<file path="src/design/prl_pkg.sv">
// package for the pseudo-static ram host controller: timing and carrier types
package prl_pkg;
  localparam int unsigned CLK_PERIOD_NS          = 10;
  localparam int unsigned WRITE_CYCLE_NS         = 70;   // write_cycle_period minimum
  localparam int unsigned WRITE_STROBE_NS        = 46;   // write_strobe_pulse_width minimum
  localparam int unsigned DATA_SETUP_NS          = 23;   // data_valid_setup_window minimum
  localparam int unsigned READ_CYCLE_NS          = 70;
  localparam int unsigned DESELECT_NS            = 5;    // chip select high time
  localparam int unsigned MAX_SELECT_US          = 10;   // max_select_active_time
  // least times round up, longest times round down
  localparam int unsigned WRITE_CYCLE_CYC  = (WRITE_CYCLE_NS + CLK_PERIOD_NS - 1) / CLK_PERIOD_NS;
  localparam int unsigned WRITE_STROBE_CYC = (WRITE_STROBE_NS + CLK_PERIOD_NS - 1) / CLK_PERIOD_NS;
  localparam int unsigned DATA_SETUP_CYC   = (DATA_SETUP_NS + CLK_PERIOD_NS - 1) / CLK_PERIOD_NS;
  localparam int unsigned READ_CYCLE_CYC   = (READ_CYCLE_NS + CLK_PERIOD_NS - 1) / CLK_PERIOD_NS;
  localparam int unsigned DESELECT_CYC     = (DESELECT_NS + CLK_PERIOD_NS - 1) / CLK_PERIOD_NS;
  localparam int unsigned MAX_SELECT_CYC   = (MAX_SELECT_US * 1000) / CLK_PERIOD_NS;
  localparam int unsigned ADDR_W  = 22;
  localparam int unsigned DATA_W  = 16;
  localparam int unsigned CNT_W   = 16;
  localparam int unsigned BURST_W = 8;
  localparam int unsigned LANES   = 2;

  typedef enum logic [1:0] {
    PRL_IDLE,
    PRL_ACCESS,
    PRL_RECOVER
  } prl_state_e;

  // one request from the user side
  typedef struct packed {
    logic              write;
    logic [ADDR_W-1:0] addr;
    logic [DATA_W-1:0] wdata;
    logic [LANES-1:0]  lane_en;   // bit 0 lower byte, bit 1 upper byte
    logic [BURST_W-1:0] wait_cyc; // extra strobe cycles asked by the user
  } prl_req_s;

  // memory pins driven by the host, select pins active low
  typedef struct packed {
    logic              sel_n;
    logic              wr_n;
    logic              rd_n;
    logic [LANES-1:0]  byte_sel_n; // upper_byte_select_low, lower_byte_select_low
    logic [ADDR_W-1:0] addr;
  } prl_pins_s;
endpackage : prl_pkg

</file>
<file path="src/design/prl_timer.sv">
// down-counting interval timer with a zero flag
`timescale 1ns/1ns
module prl_timer (
  input  wire logic                           i_clk,
  input  wire logic                           i_rst_n,
  input  wire logic                           i_load,
  input  wire logic [prl_pkg::CNT_W-1:0]      i_value,
  output logic                                o_zero
);
  logic [prl_pkg::CNT_W-1:0] cnt_q;

  // load wins over counting
  always_ff @(posedge i_clk) begin
    if (!i_rst_n) begin
      cnt_q <= '0;
    end else if (i_load) begin
      cnt_q <= i_value;
    end else if (cnt_q != '0) begin
      cnt_q <= cnt_q - 1'b1;
    end
  end

  assign o_zero = (cnt_q == '0);
endmodule : prl_timer

</file>
<file path="src/design/prl_host.sv">
// host controller for a pseudo-static ram with hidden refresh
`timescale 1ns/1ns
// Function
// - every write ends well inside the 10 us bound
// - after each operation, select is released before the next access
// - select active interval held below 10 us for every operation
// - page mode: select released after every write
// - page mode: each write total kept at or under 10 us
// - extended write stretches strobe and data setup by the wait_cyc cycles asked
// - stretched timing only for writes that ask wait cycles
module prl_host (
  input  wire logic                          I_CLK,
  input  wire logic                          I_RST_N,
  input  wire logic                          I_REQ_VALID,
  output logic                               O_REQ_READY,
  input  wire prl_pkg::prl_req_s             I_REQ,
  input  wire logic                          I_PAGE_MODE,
  output logic                               O_RESP_VALID,
  output logic [prl_pkg::DATA_W-1:0]         O_RDATA,
  output logic                               O_CUT_SHORT,
  output prl_pkg::prl_pins_s                 O_PINS,
  output logic [prl_pkg::DATA_W-1:0]         O_DQ_OUT,
  output logic                               O_DQ_OE,
  input  wire logic [prl_pkg::DATA_W-1:0]    I_DQ_IN
);
  localparam logic [prl_pkg::CNT_W-1:0] WC_C   = prl_pkg::CNT_W'(prl_pkg::WRITE_CYCLE_CYC);
  localparam logic [prl_pkg::CNT_W-1:0] WP_C   = prl_pkg::CNT_W'(prl_pkg::WRITE_STROBE_CYC);
  localparam logic [prl_pkg::CNT_W-1:0] RC_C   = prl_pkg::CNT_W'(prl_pkg::READ_CYCLE_CYC);
  localparam logic [prl_pkg::CNT_W-1:0] DS_C   = prl_pkg::CNT_W'(prl_pkg::DESELECT_CYC);
  // leave margin: end one write cycle before the bound, so even a clipped
  // write keeps a full write cycle of strobe and data before select rises
  localparam logic [prl_pkg::CNT_W-1:0] LIM_C  =
    prl_pkg::CNT_W'(prl_pkg::MAX_SELECT_CYC - prl_pkg::WRITE_CYCLE_CYC);

  // sequencer state, captured request and interval counting
  prl_pkg::prl_state_e   state_q;
  prl_pkg::prl_req_s     req_q;
  logic [prl_pkg::CNT_W-1:0] sel_cnt_q;
  logic                  ext_q;
  logic                  cut_q;
  logic                  load;
  logic [prl_pkg::CNT_W-1:0] load_val;
  logic                  phase_zero;
  logic                  over_lim;
  // shared decodes of the sequencer; take and access_end are used by several processes
  logic                  take;
  logic                  access_end;
  logic                  recover_end;

  // strobe length: reads fixed, writes normal or extended
  // wait_cyc alone cannot reach the clip; it guards a wider request field
  function automatic logic [prl_pkg::CNT_W-1:0] strobe_len(input prl_pkg::prl_req_s r);
    logic [prl_pkg::CNT_W-1:0] base;
    logic [prl_pkg::CNT_W-1:0] want;
    base = r.write ? WP_C : RC_C;
    want = base + prl_pkg::CNT_W'(r.wait_cyc);
    if (!r.write) begin
      strobe_len = RC_C;
    end else if (want > LIM_C) begin
      strobe_len = (LIM_C > WC_C) ? LIM_C : WC_C;
    end else begin
      strobe_len = (want > WP_C) ? want : WP_C;
    end
  endfunction : strobe_len

  // one timer serves both phases: strobe length first, then deselect time
  prl_timer u_phase (
    .i_clk   (I_CLK),
    .i_rst_n (I_RST_N),
    .i_load  (load),
    .i_value (load_val),
    .o_zero  (phase_zero)
  );

  // ready straight from state: a new request waits until recovery ends
  assign O_REQ_READY = (state_q == prl_pkg::PRL_IDLE);
  assign over_lim    = (sel_cnt_q >= LIM_C);
  assign take        = (state_q == prl_pkg::PRL_IDLE) && I_REQ_VALID;
  assign access_end  = (state_q == prl_pkg::PRL_ACCESS) && (phase_zero || over_lim);
  assign recover_end = (state_q == prl_pkg::PRL_RECOVER) && phase_zero;

  // timer loads on accept and on ending access
  always_comb begin
    load     = 1'b0;
    load_val = '0;
    case (state_q)
      prl_pkg::PRL_IDLE: begin
        if (I_REQ_VALID) begin
          load     = 1'b1;
          load_val = strobe_len(I_REQ) - 1'b1;
        end
      end
      prl_pkg::PRL_ACCESS: begin
        if (phase_zero || over_lim) begin
          load     = 1'b1;
          load_val = DS_C;
        end
      end
      default: begin
        load     = 1'b0;
        load_val = '0;
      end
    endcase
  end

  // sequencer: every operation ends with deselect, no direct chaining
  // chaining at a new address is legal with page mode off; not used, which
  // keeps one sequence for both modes at the cost of a few deselect cycles
  always_ff @(posedge I_CLK) begin
    if (!I_RST_N) begin
      state_q <= prl_pkg::PRL_IDLE;
    end else begin
      case (state_q)
        prl_pkg::PRL_IDLE: begin
          if (I_REQ_VALID) state_q <= prl_pkg::PRL_ACCESS;
        end
        prl_pkg::PRL_ACCESS: begin
          if (phase_zero || over_lim) state_q <= prl_pkg::PRL_RECOVER;
        end
        prl_pkg::PRL_RECOVER: begin
          if (phase_zero) state_q <= prl_pkg::PRL_IDLE;
        end
        default: state_q <= prl_pkg::PRL_IDLE;
      endcase
    end
  end

  // captured request; page mode gives no shortcut, so no address-only chaining
  always_ff @(posedge I_CLK) begin
    if (!I_RST_N) begin
      req_q <= '0;
      ext_q <= 1'b0;
    end else if (take) begin
      req_q <= I_REQ;
      ext_q <= I_REQ.write && (strobe_len(I_REQ) > WP_C) && !I_PAGE_MODE;
    end
  end

  // select-active counter on I_CLK, the sequencer clock
  // counts only while selected, so a stalled user cannot stretch select
  always_ff @(posedge I_CLK) begin
    if (!I_RST_N) begin
      sel_cnt_q <= '0;
    end else if (state_q == prl_pkg::PRL_ACCESS) begin
      sel_cnt_q <= sel_cnt_q + 1'b1;
    end else begin
      sel_cnt_q <= '0;
    end
  end

  // select, strobes, byte selects and address from flops; no refresh cycles here
  always_ff @(posedge I_CLK) begin
    if (!I_RST_N) begin
      O_PINS <= '{sel_n: 1'b1, wr_n: 1'b1, rd_n: 1'b1, byte_sel_n: '1, addr: '0};
    end else if (take) begin
      // byte selects are active low at the pin, lane enables active high
      O_PINS.sel_n      <= 1'b0;
      O_PINS.wr_n       <= ~I_REQ.write;
      O_PINS.rd_n       <= I_REQ.write;
      O_PINS.byte_sel_n <= ~I_REQ.lane_en;
      O_PINS.addr       <= I_REQ.addr;
    end else if (access_end) begin
      // address left as it is: the memory schedules refresh from select alone
      O_PINS.sel_n      <= 1'b1;
      O_PINS.wr_n       <= 1'b1;
      O_PINS.rd_n       <= 1'b1;
      O_PINS.byte_sel_n <= '1;
    end
  end

  // write data and its enable; data stands the whole strobe, so the data
  // window is never shorter than the strobe, clipped or not
  always_ff @(posedge I_CLK) begin
    if (!I_RST_N) begin
      O_DQ_OUT <= '0;
      O_DQ_OE  <= 1'b0;
    end else if (take) begin
      O_DQ_OUT <= I_REQ.wdata;
      O_DQ_OE  <= I_REQ.write;
    end else if (access_end) begin
      O_DQ_OE  <= 1'b0;
    end
  end

  // read data taken on the last strobe cycle, while the memory still drives
  always_ff @(posedge I_CLK) begin
    if (!I_RST_N) begin
      O_RDATA <= '0;
    end else if (access_end && !req_q.write) begin
      O_RDATA <= I_DQ_IN;
    end
  end

  // remember whether the limit, not the timer, ended the strobe;
  // the flag is held through recovery until the answer carries it
  always_ff @(posedge I_CLK) begin
    if (!I_RST_N) begin
      cut_q <= 1'b0;
    end else if (access_end) begin
      cut_q <= over_lim && !phase_zero;
    end
  end

  // answer once deselect recovery is over; the cut flag rides with it
  always_ff @(posedge I_CLK) begin
    if (!I_RST_N) begin
      O_RESP_VALID <= 1'b0;
      O_CUT_SHORT  <= 1'b0;
    end else begin
      O_RESP_VALID <= recover_end;
      O_CUT_SHORT  <= recover_end && cut_q;
    end
  end

  // stretched non-page write flag; kept for observation, nothing reads it
  logic unused_ext;
  assign unused_ext = ext_q;
endmodule : prl_host

</file>
<file path="config.mk">
export PLATFORM = sky130hd
export DESIGN_NAME = prl_host
export DESIGN_NICKNAME = d
export VERILOG_FILES = /design/src/design/prl_pkg.sv /design/src/design/prl_timer.sv /design/src/design/prl_host.sv
export SDC_FILE = /design/constraint.sdc
export NUM_CORES = 1
export LEC_CHECK = 0
export BUFFER_PORTS_ARGS = -buffer_cell sky130_fd_sc_hd__buf_2
export CAP_MARGIN = 0
export CORE_MARGIN = 8
export CORE_UTILIZATION = 55
export DETAILED_ROUTE_END_ITERATION = 8
export PLACE_DENSITY = 0.85
export REMOVE_ABC_BUFFERS = 1
export SYNTH_ARGS = -nofsm -noshare
export SYNTH_HDL_FRONTEND = slang
export SYNTH_SLANG_ARGS = --single-unit
</file>
<file path="constraint.sdc">
create_clock -name I_CLK -period 4.7 [get_ports I_CLK]
set_input_delay 0.235 -clock I_CLK [delete_from_list [all_inputs] [get_ports I_CLK]]
set_output_delay 0.235 -clock I_CLK [all_outputs]
set_load 0.01 [all_outputs]
</file>
=== Word level (Yosys, flattened, before mapping) ===
Cells that the tools add are included.

* Bits of input ports: 69
* Bits in registers: 98
* Word-level logic and storage cells: 67

* Muxes and demuxes: 22
* Reductions and logical operators: 16
* Eq/ne operators: 5
* Magnitude comparators: 3
* Add/subtract/negate cells: 4
* Bitwise logic cells: 2

{| class="wikitable"
|+ Operator list
! operator !! count
|-
| 2-to-1 mux 16 bit || 5
|-
| case mux 16 bit (2 select lines) || 1
|-
| subtractor 16 x 1 -> 16 bit (second input constant) || 2
|-
| 2-to-1 mux 10 bit || 2
|-
| adder 16 x 1 -> 16 bit (second input constant) || 1
|-
| greater-or-equal comparator 16 x 10 -> 1 bit (second input constant) || 1
|-
| logical NOT 16 bit || 1
|-
| nonzero test 16 bit || 1
|-
| greater-than comparator 9 x 10 -> 1 bit (second input constant) || 1
|-
| 2-to-1 mux 5 bit || 2
|-
| adder 3 x 8 -> 9 bit || 1
|-
| greater-than comparator 9 x 3 -> 1 bit (second input constant) || 1
|-
| 2-to-1 mux 9 bit || 1
|-
| 2-to-1 mux 2 bit || 4
|-
| logical AND 1 bit || 6
|-
| case mux 2 bit (3 select lines) || 1
|-
| 2-to-1 mux 1 bit || 5
|-
| != test 2 bit (second input constant) || 2
|-
| nonzero test 2 bit || 2
|-
| AND reduction 3 bit || 1
|-
| == test 2 x 1 -> 1 bit (second input constant) || 1
|-
| == test 2 bit (second input constant) || 1
|-
| logical NOT 1 bit || 2
|-
| logical NOT 2 bit || 1
|-
| other kinds (6) || 6
|}

=== Longest topological paths before layout ===
* Depth after elaboration: 12
* Gate-level depth with buffers: 15
* Depth with buffers taken out: 14

=== Modules after synthesis ===
From an unflattened synthesis, not the netlist that was laid out.

* Cells, all modules: 560
* Area, all modules: 4,588.2 sq um

{| class="wikitable"
|+ By module, submodules not included
! module !! times used !! seq. area each (sq um) !! area each (sq um) !! cells an instance
|-
| prl_host || 1 || 1,641.6 || 3,648.5 || 444
|-
| prl_timer || 1 || 320.3 || 939.7 || 116
|}

=== Least setup slack after synthesis ===
No wires, ideal clock.

* Path type: input-to-reg
* Start: input port I_REQ[48] (netlist bit)
* End: register u_phase.cnt_q[8] (netlist bit)
* Data arrival time: 2,900 ps
* Library setup time: 122 ps
* Stages on the path: 14
* Path slack: 1,678 ps
* Cell sequence: clkbuf_1 > inv_1 > ha_1 > a211o_1 > xnor2_1 > nor3_1 > nor3b_2 > nor2_1 > nor2_1 > ha_1 > nand2_1 > nor3b_1 > o32ai_1 > o311a_1

* Longest elaborated chain between the ends: 12
* Elaborated cells between the ends (all ways): 13
* Classes of those cells: add/sub: 2; order compare: 2; mux: 9

{| class="wikitable"
|+ Ends and longest elaborated chain
! what !! line !! text
|-
| start: declaration || prl_host.sv:16 || <nowiki>input wire prl_pkg::prl_req_s I_REQ,</nowiki>
|-
| 2-to-1 mux 2 bit || -- ||
|-
| adder 3 x 8 -> 9 bit || -- ||
|-
| greater-than comparator 9 x 3 -> 1 bit || -- ||
|-
| 2-to-1 mux 9 bit || -- ||
|-
| 2-to-1 mux 10 bit || -- ||
|-
| 2-to-1 mux 10 bit * || prl_host.sv:57 || <nowiki>if (!r.write) begin</nowiki>
|-
| 2-to-1 mux 16 bit * || prl_host.sv:88 || <nowiki>if (I_REQ_VALID) begin</nowiki>
|-
| 2-to-1 mux 16 bit * || prl_host.sv:86 || <nowiki>case (state_q)</nowiki>
|-
| subtractor 16 x 1 -> 16 bit * || prl_host.sv:90 || <nowiki>load_val = strobe_len(I_REQ) - 1'b1;</nowiki>
|-
| 2-to-1 mux 16 bit * || prl_host.sv:88 ||
|-
| case mux 16 bit (2 select lines) * || prl_host.sv:86 ||
|-
| 2-to-1 mux 16 bit * || prl_timer.sv:16 || <nowiki>end else if (i_load) begin</nowiki>
|-
| end signal: assignment || prl_timer.sv:17 || <nowiki>cnt_q <= i_value;</nowiki>
|-
| end signal: assignment || prl_timer.sv:19 || <nowiki>cnt_q <= cnt_q - 1'b1;</nowiki>
|-
| end: declaration || prl_timer.sv:10 || <nowiki>logic [prl_pkg::CNT_W-1:0] cnt_q;</nowiki>
|}

Mark *: on every way between the ends. The rest lies on a longest branch, timed or not. The select of a mux whose other input is x is not followed.
A chain may end at the register's enable or synchronous reset.

=== Final worst setup path ===
Same ends and word-level chain as after synthesis.

==> results by group <==
Power and ir drop
  – Switching pwr: 0.9328 mW
  – Int Pwr: 1.584 mW
  – Combinational fraction of design power: 0.348
  – Sequential share of power: 0.428
  – Power Density: 484.3 nW/µm²
  – Power share of the clock group: 0.224
  – Leakage dissipation: 2.221 nW
  – Total design power: 2.517 mW
  – Peak supply drop: 0.2832 mV
  – Switching Fraction: 0.3706

Detailed routing
  – DR pass1 iterations: 4
  – DRT Wirelength: 11120 µm
  – Vias/cell: 5.329
  – Initial DRC count: 162
  – DRC errors left: 0
  – Avg WL per Cell: 15.06 µm
  – Vias post-DR: 3933
  – Routed Antenna Nets: 0

Setup path
  – R2r setup slk: 1.97 ns
  – CP top delay family: simple AND/OR/NAND/NOR gates
  – CP Launch Type: input pin
  – Crit Path Max Fanout: 12
  – CP Depth: 14
  – Sequence of cells on the critical path: buf_2 -> inv_1 -> ha_1 -> a211o_1 -> xnor2_1 -> nor3_1 -> nor3b_2 -> nor2_1 -> nor2_1 -> ha_1 -> nand2_1 -> nor3b_1 -> o32ai_1 -> o311a_1
  – Crit path kind: in -> reg
  – WP buf/inv: 2
  – Crit-path max cell delay: 0.45 ns
  – Critical Path RT: 4.95 ns
  – CP Capture Type: register
  – CP max-delay cell: nor3_1
  – FF-to-FF path depth: 6
  – Worst Path Arrival: 3.39 ns

STA
  – Hold Slack: 0.02821 ns
  – Worst Tran Pin Value: 0.9776 ns
  – Final hold vios: 0
  – Minimum clock period after layout: 3.140 ns
  – Fmax: 318.5 MHz
  – Endpoints failing setup: 0
  – RSZ-0062 raised after global routing: false
  – Worst clock skew: 0.01693 ns
  – Final count of pins violating max slew: 0
  – Final setup TNS: 0 ns
  – Worst slew margin: 0.3476
  – Crit share post-route: 0.6680

Global route
  – Largest net degree at the start of global routing: 72
  – Number of global-route vias before repair: 4080
  – GRT overflow: 0
  – Total track usage: 0.2052
  – Global-route wire length before repair: 18680 µm
  – Initial antenna violation count: 0

Finish
  – Area grow syn2layout: 20.90%
  – Non-Filler Instances: 738
  – N_diodes: 0
  – Layout cells sized above 1: 0.2594
  – Util after Layout: 0.6796
  – Nets@finish: 708

Logic synthesis
  – Part of the Yosys area used for sequential elements: 0.4563
  – Seq cells post-synth: 98
  – Synth warn: 0
  – Gate count after technology mapping: 512
  – Post-synth EDFFs: 0
  – Ys flop type: dfxtp_1
  – Cell Area, Synth: 4299 µm²
  – Syn Area/Cell: 8.397 µm²
  – Synth async-reset ratio: 0
  – Synth unique cells: 58

Die
  – Die W: 104.4 µm
  – Die height: 104.4 µm
  – Top Ports: 132
  – Core area: 7647 µm²
  – Die area: 10900 µm²
  – Initial Utilization: 0.5622
  – Site row count: 32

Clock network
  – Worst-skew pair later-pin latency: 0.37 ns
  – Post-cts resize count: 0
  – H-Tree Depth: 3
  – Clock-pin slew on the worst setup and hold paths: 0.09 ns
  – CTS tree: yes
  – Hold_buf cts: 0
  – Deepest clock path buffer count: 2
  – Post-CTS Setup Repair Bufs: 0
  – Cts bufs inserted: 9
  – Clk sinks: 98
  – CTS root buf: clkbuf_8

Worst hold path
  – Worst Hold Class: in -> reg
  – Hold path cells: 2

Status
  – Status: complete, no violations

Place
  – Number of port buffers: 130
  – Placer congestion estimate: 0.8356
  – Placed Cells incl. Taps: 722
  – DPL Wire Length: 8155 µm

Flow run
  – MaxCap Viol Count: 0
==> worst paths after layout <==
check / startpoint / end
hold / removal: I_REQ[9] / O_PINS[23]
setup / recovery: I_REQ[48] / u_phase.cnt_q[8]
hold reg to reg: O_RDATA[9] / O_RDATA[9]
setup reg to reg: u_phase.cnt_q[11] / O_RDATA[11]
==> stage by stage <==
| step | instance area (µm²) | setup WS, ns |
|---|---|---|
| 3_3_place_gp | 4996 | 1.309 |
| 6_report | 5197 | 1.560 |
| 5_1_grt | 5197 | 1.195 |
| 4_1_cts | 5197 | 1.632 |
| 3_5_place_dp | 4996 | 1.254 |
| 2_1_floorplan | 4195 | 1.963 |
==> area by class of cell <==
cell class              instances  area [µm²]
well taps                     102       127.6
clock buffers                  10       127.6
inverters                      11       41.29
clock inverters                 6       73.82
multi-input cells             378        2192
flip-flops and latches         98        1962
repair buffers                133       673.1
fillers                       640        2450
==> worst register-to-register path: stages (launching register included) <==
cell and delay, ns:
dfxtp_1 0.37, nor4_1 0.60, and4bb_2 0.44, o31ai_2 0.14
nor2_2 0.79, nand3_1 0.20, o21ai_0 0.14
==> power by group through the flow <==
stage	registers, mW	clock network, mW	logic [mW]
6_report	1.08	0.564	0.876
3_5_place_dp	1.09	0	0.867
3_3_place_gp	1.08	0	0.838
4_1_cts	1.08	0.578	0.882
2_1_floorplan	1.11	0	0.569
5_1_grt	1.10	0.608	0.980
==> cell usage in the layout, fill, tap and decap left out, types with 2 or more instances in the layout <==
master and n:
a21boi_0 39, a21oi_1 7, a31oi_1 4, and2_1 3
and3_1 6, buf_2 130, buf_4 3, clkbuf_8 9
dfxtp_1 98, ha_1 7, inv_1 10, inv_8 2
nand2_1 119, nand2b_1 4, nand3_1 26, nand4_1 8
nor2_1 38, nor2b_1 3, nor3_1 7, nor3b_1 3
nor3b_2 2, nor4_1 6, o21a_1 4, o21ai_0 24
o32ai_1 3, or3_1 5, xnor2_1 17, xor2_1 14
==> sequential cells by signal, summed over array words and instances, names as in the netlist <==
| name | flops |
|---|---|
| O_CUT_SHORT | 1 |
| O_DQ_OE | 1 |
| O_DQ_OUT | 16 |
| O_PINS | 27 |
| O_RDATA | 16 |
| O_RESP_VALID | 1 |
| cut_q | 1 |
| req_q | 1 |
| sel_cnt_q | 16 |
| state_q | 2 |
| u_phase.cnt_q | 16 |
==> cells by family after synthesis <==
kind of cell / synth area share
and+or+nand+nor: 0.2637
buffers and inverters: 0.03376
AOI/OAI and AO/OA: 0.1554
DFF: 0.4563
xor gates and xnor gates: 0.06315
adders and majority gates: 0.02503
muxes: 0.002619
==> routing by layer <==
layer,share of wire,GRT usage,vias up
met5,0,0,-
met4,0.0091,0.06101,0
met3,0.10,0.1072,7
met2,0.49,0.3434,120
met1,0.40,0.2192,1828
li1,-,-,1978
==> cell usage after synthesis, types with 5 or more instances <==
master	instances	share of area
nand3_1	26	0.030
xor2_1	14	0.029
a21oi_1	7	0.0081
nand2_1	119	0.10
a21boi_0	39	0.068
nand4_1	8	0.012
or3_1	5	0.0073
and3_1	6	0.0087
inv_1	10	0.0087
nor3_1	7	0.0081
nor2_1	38	0.033
o21ai_0	24	0.028
ha_1	7	0.020
clkbuf_1	20	0.017
xnor2_1	17	0.035
dfxtp_1	98	0.46
nor4_1	6	0.0087
(Power assumes the default switching activity.)
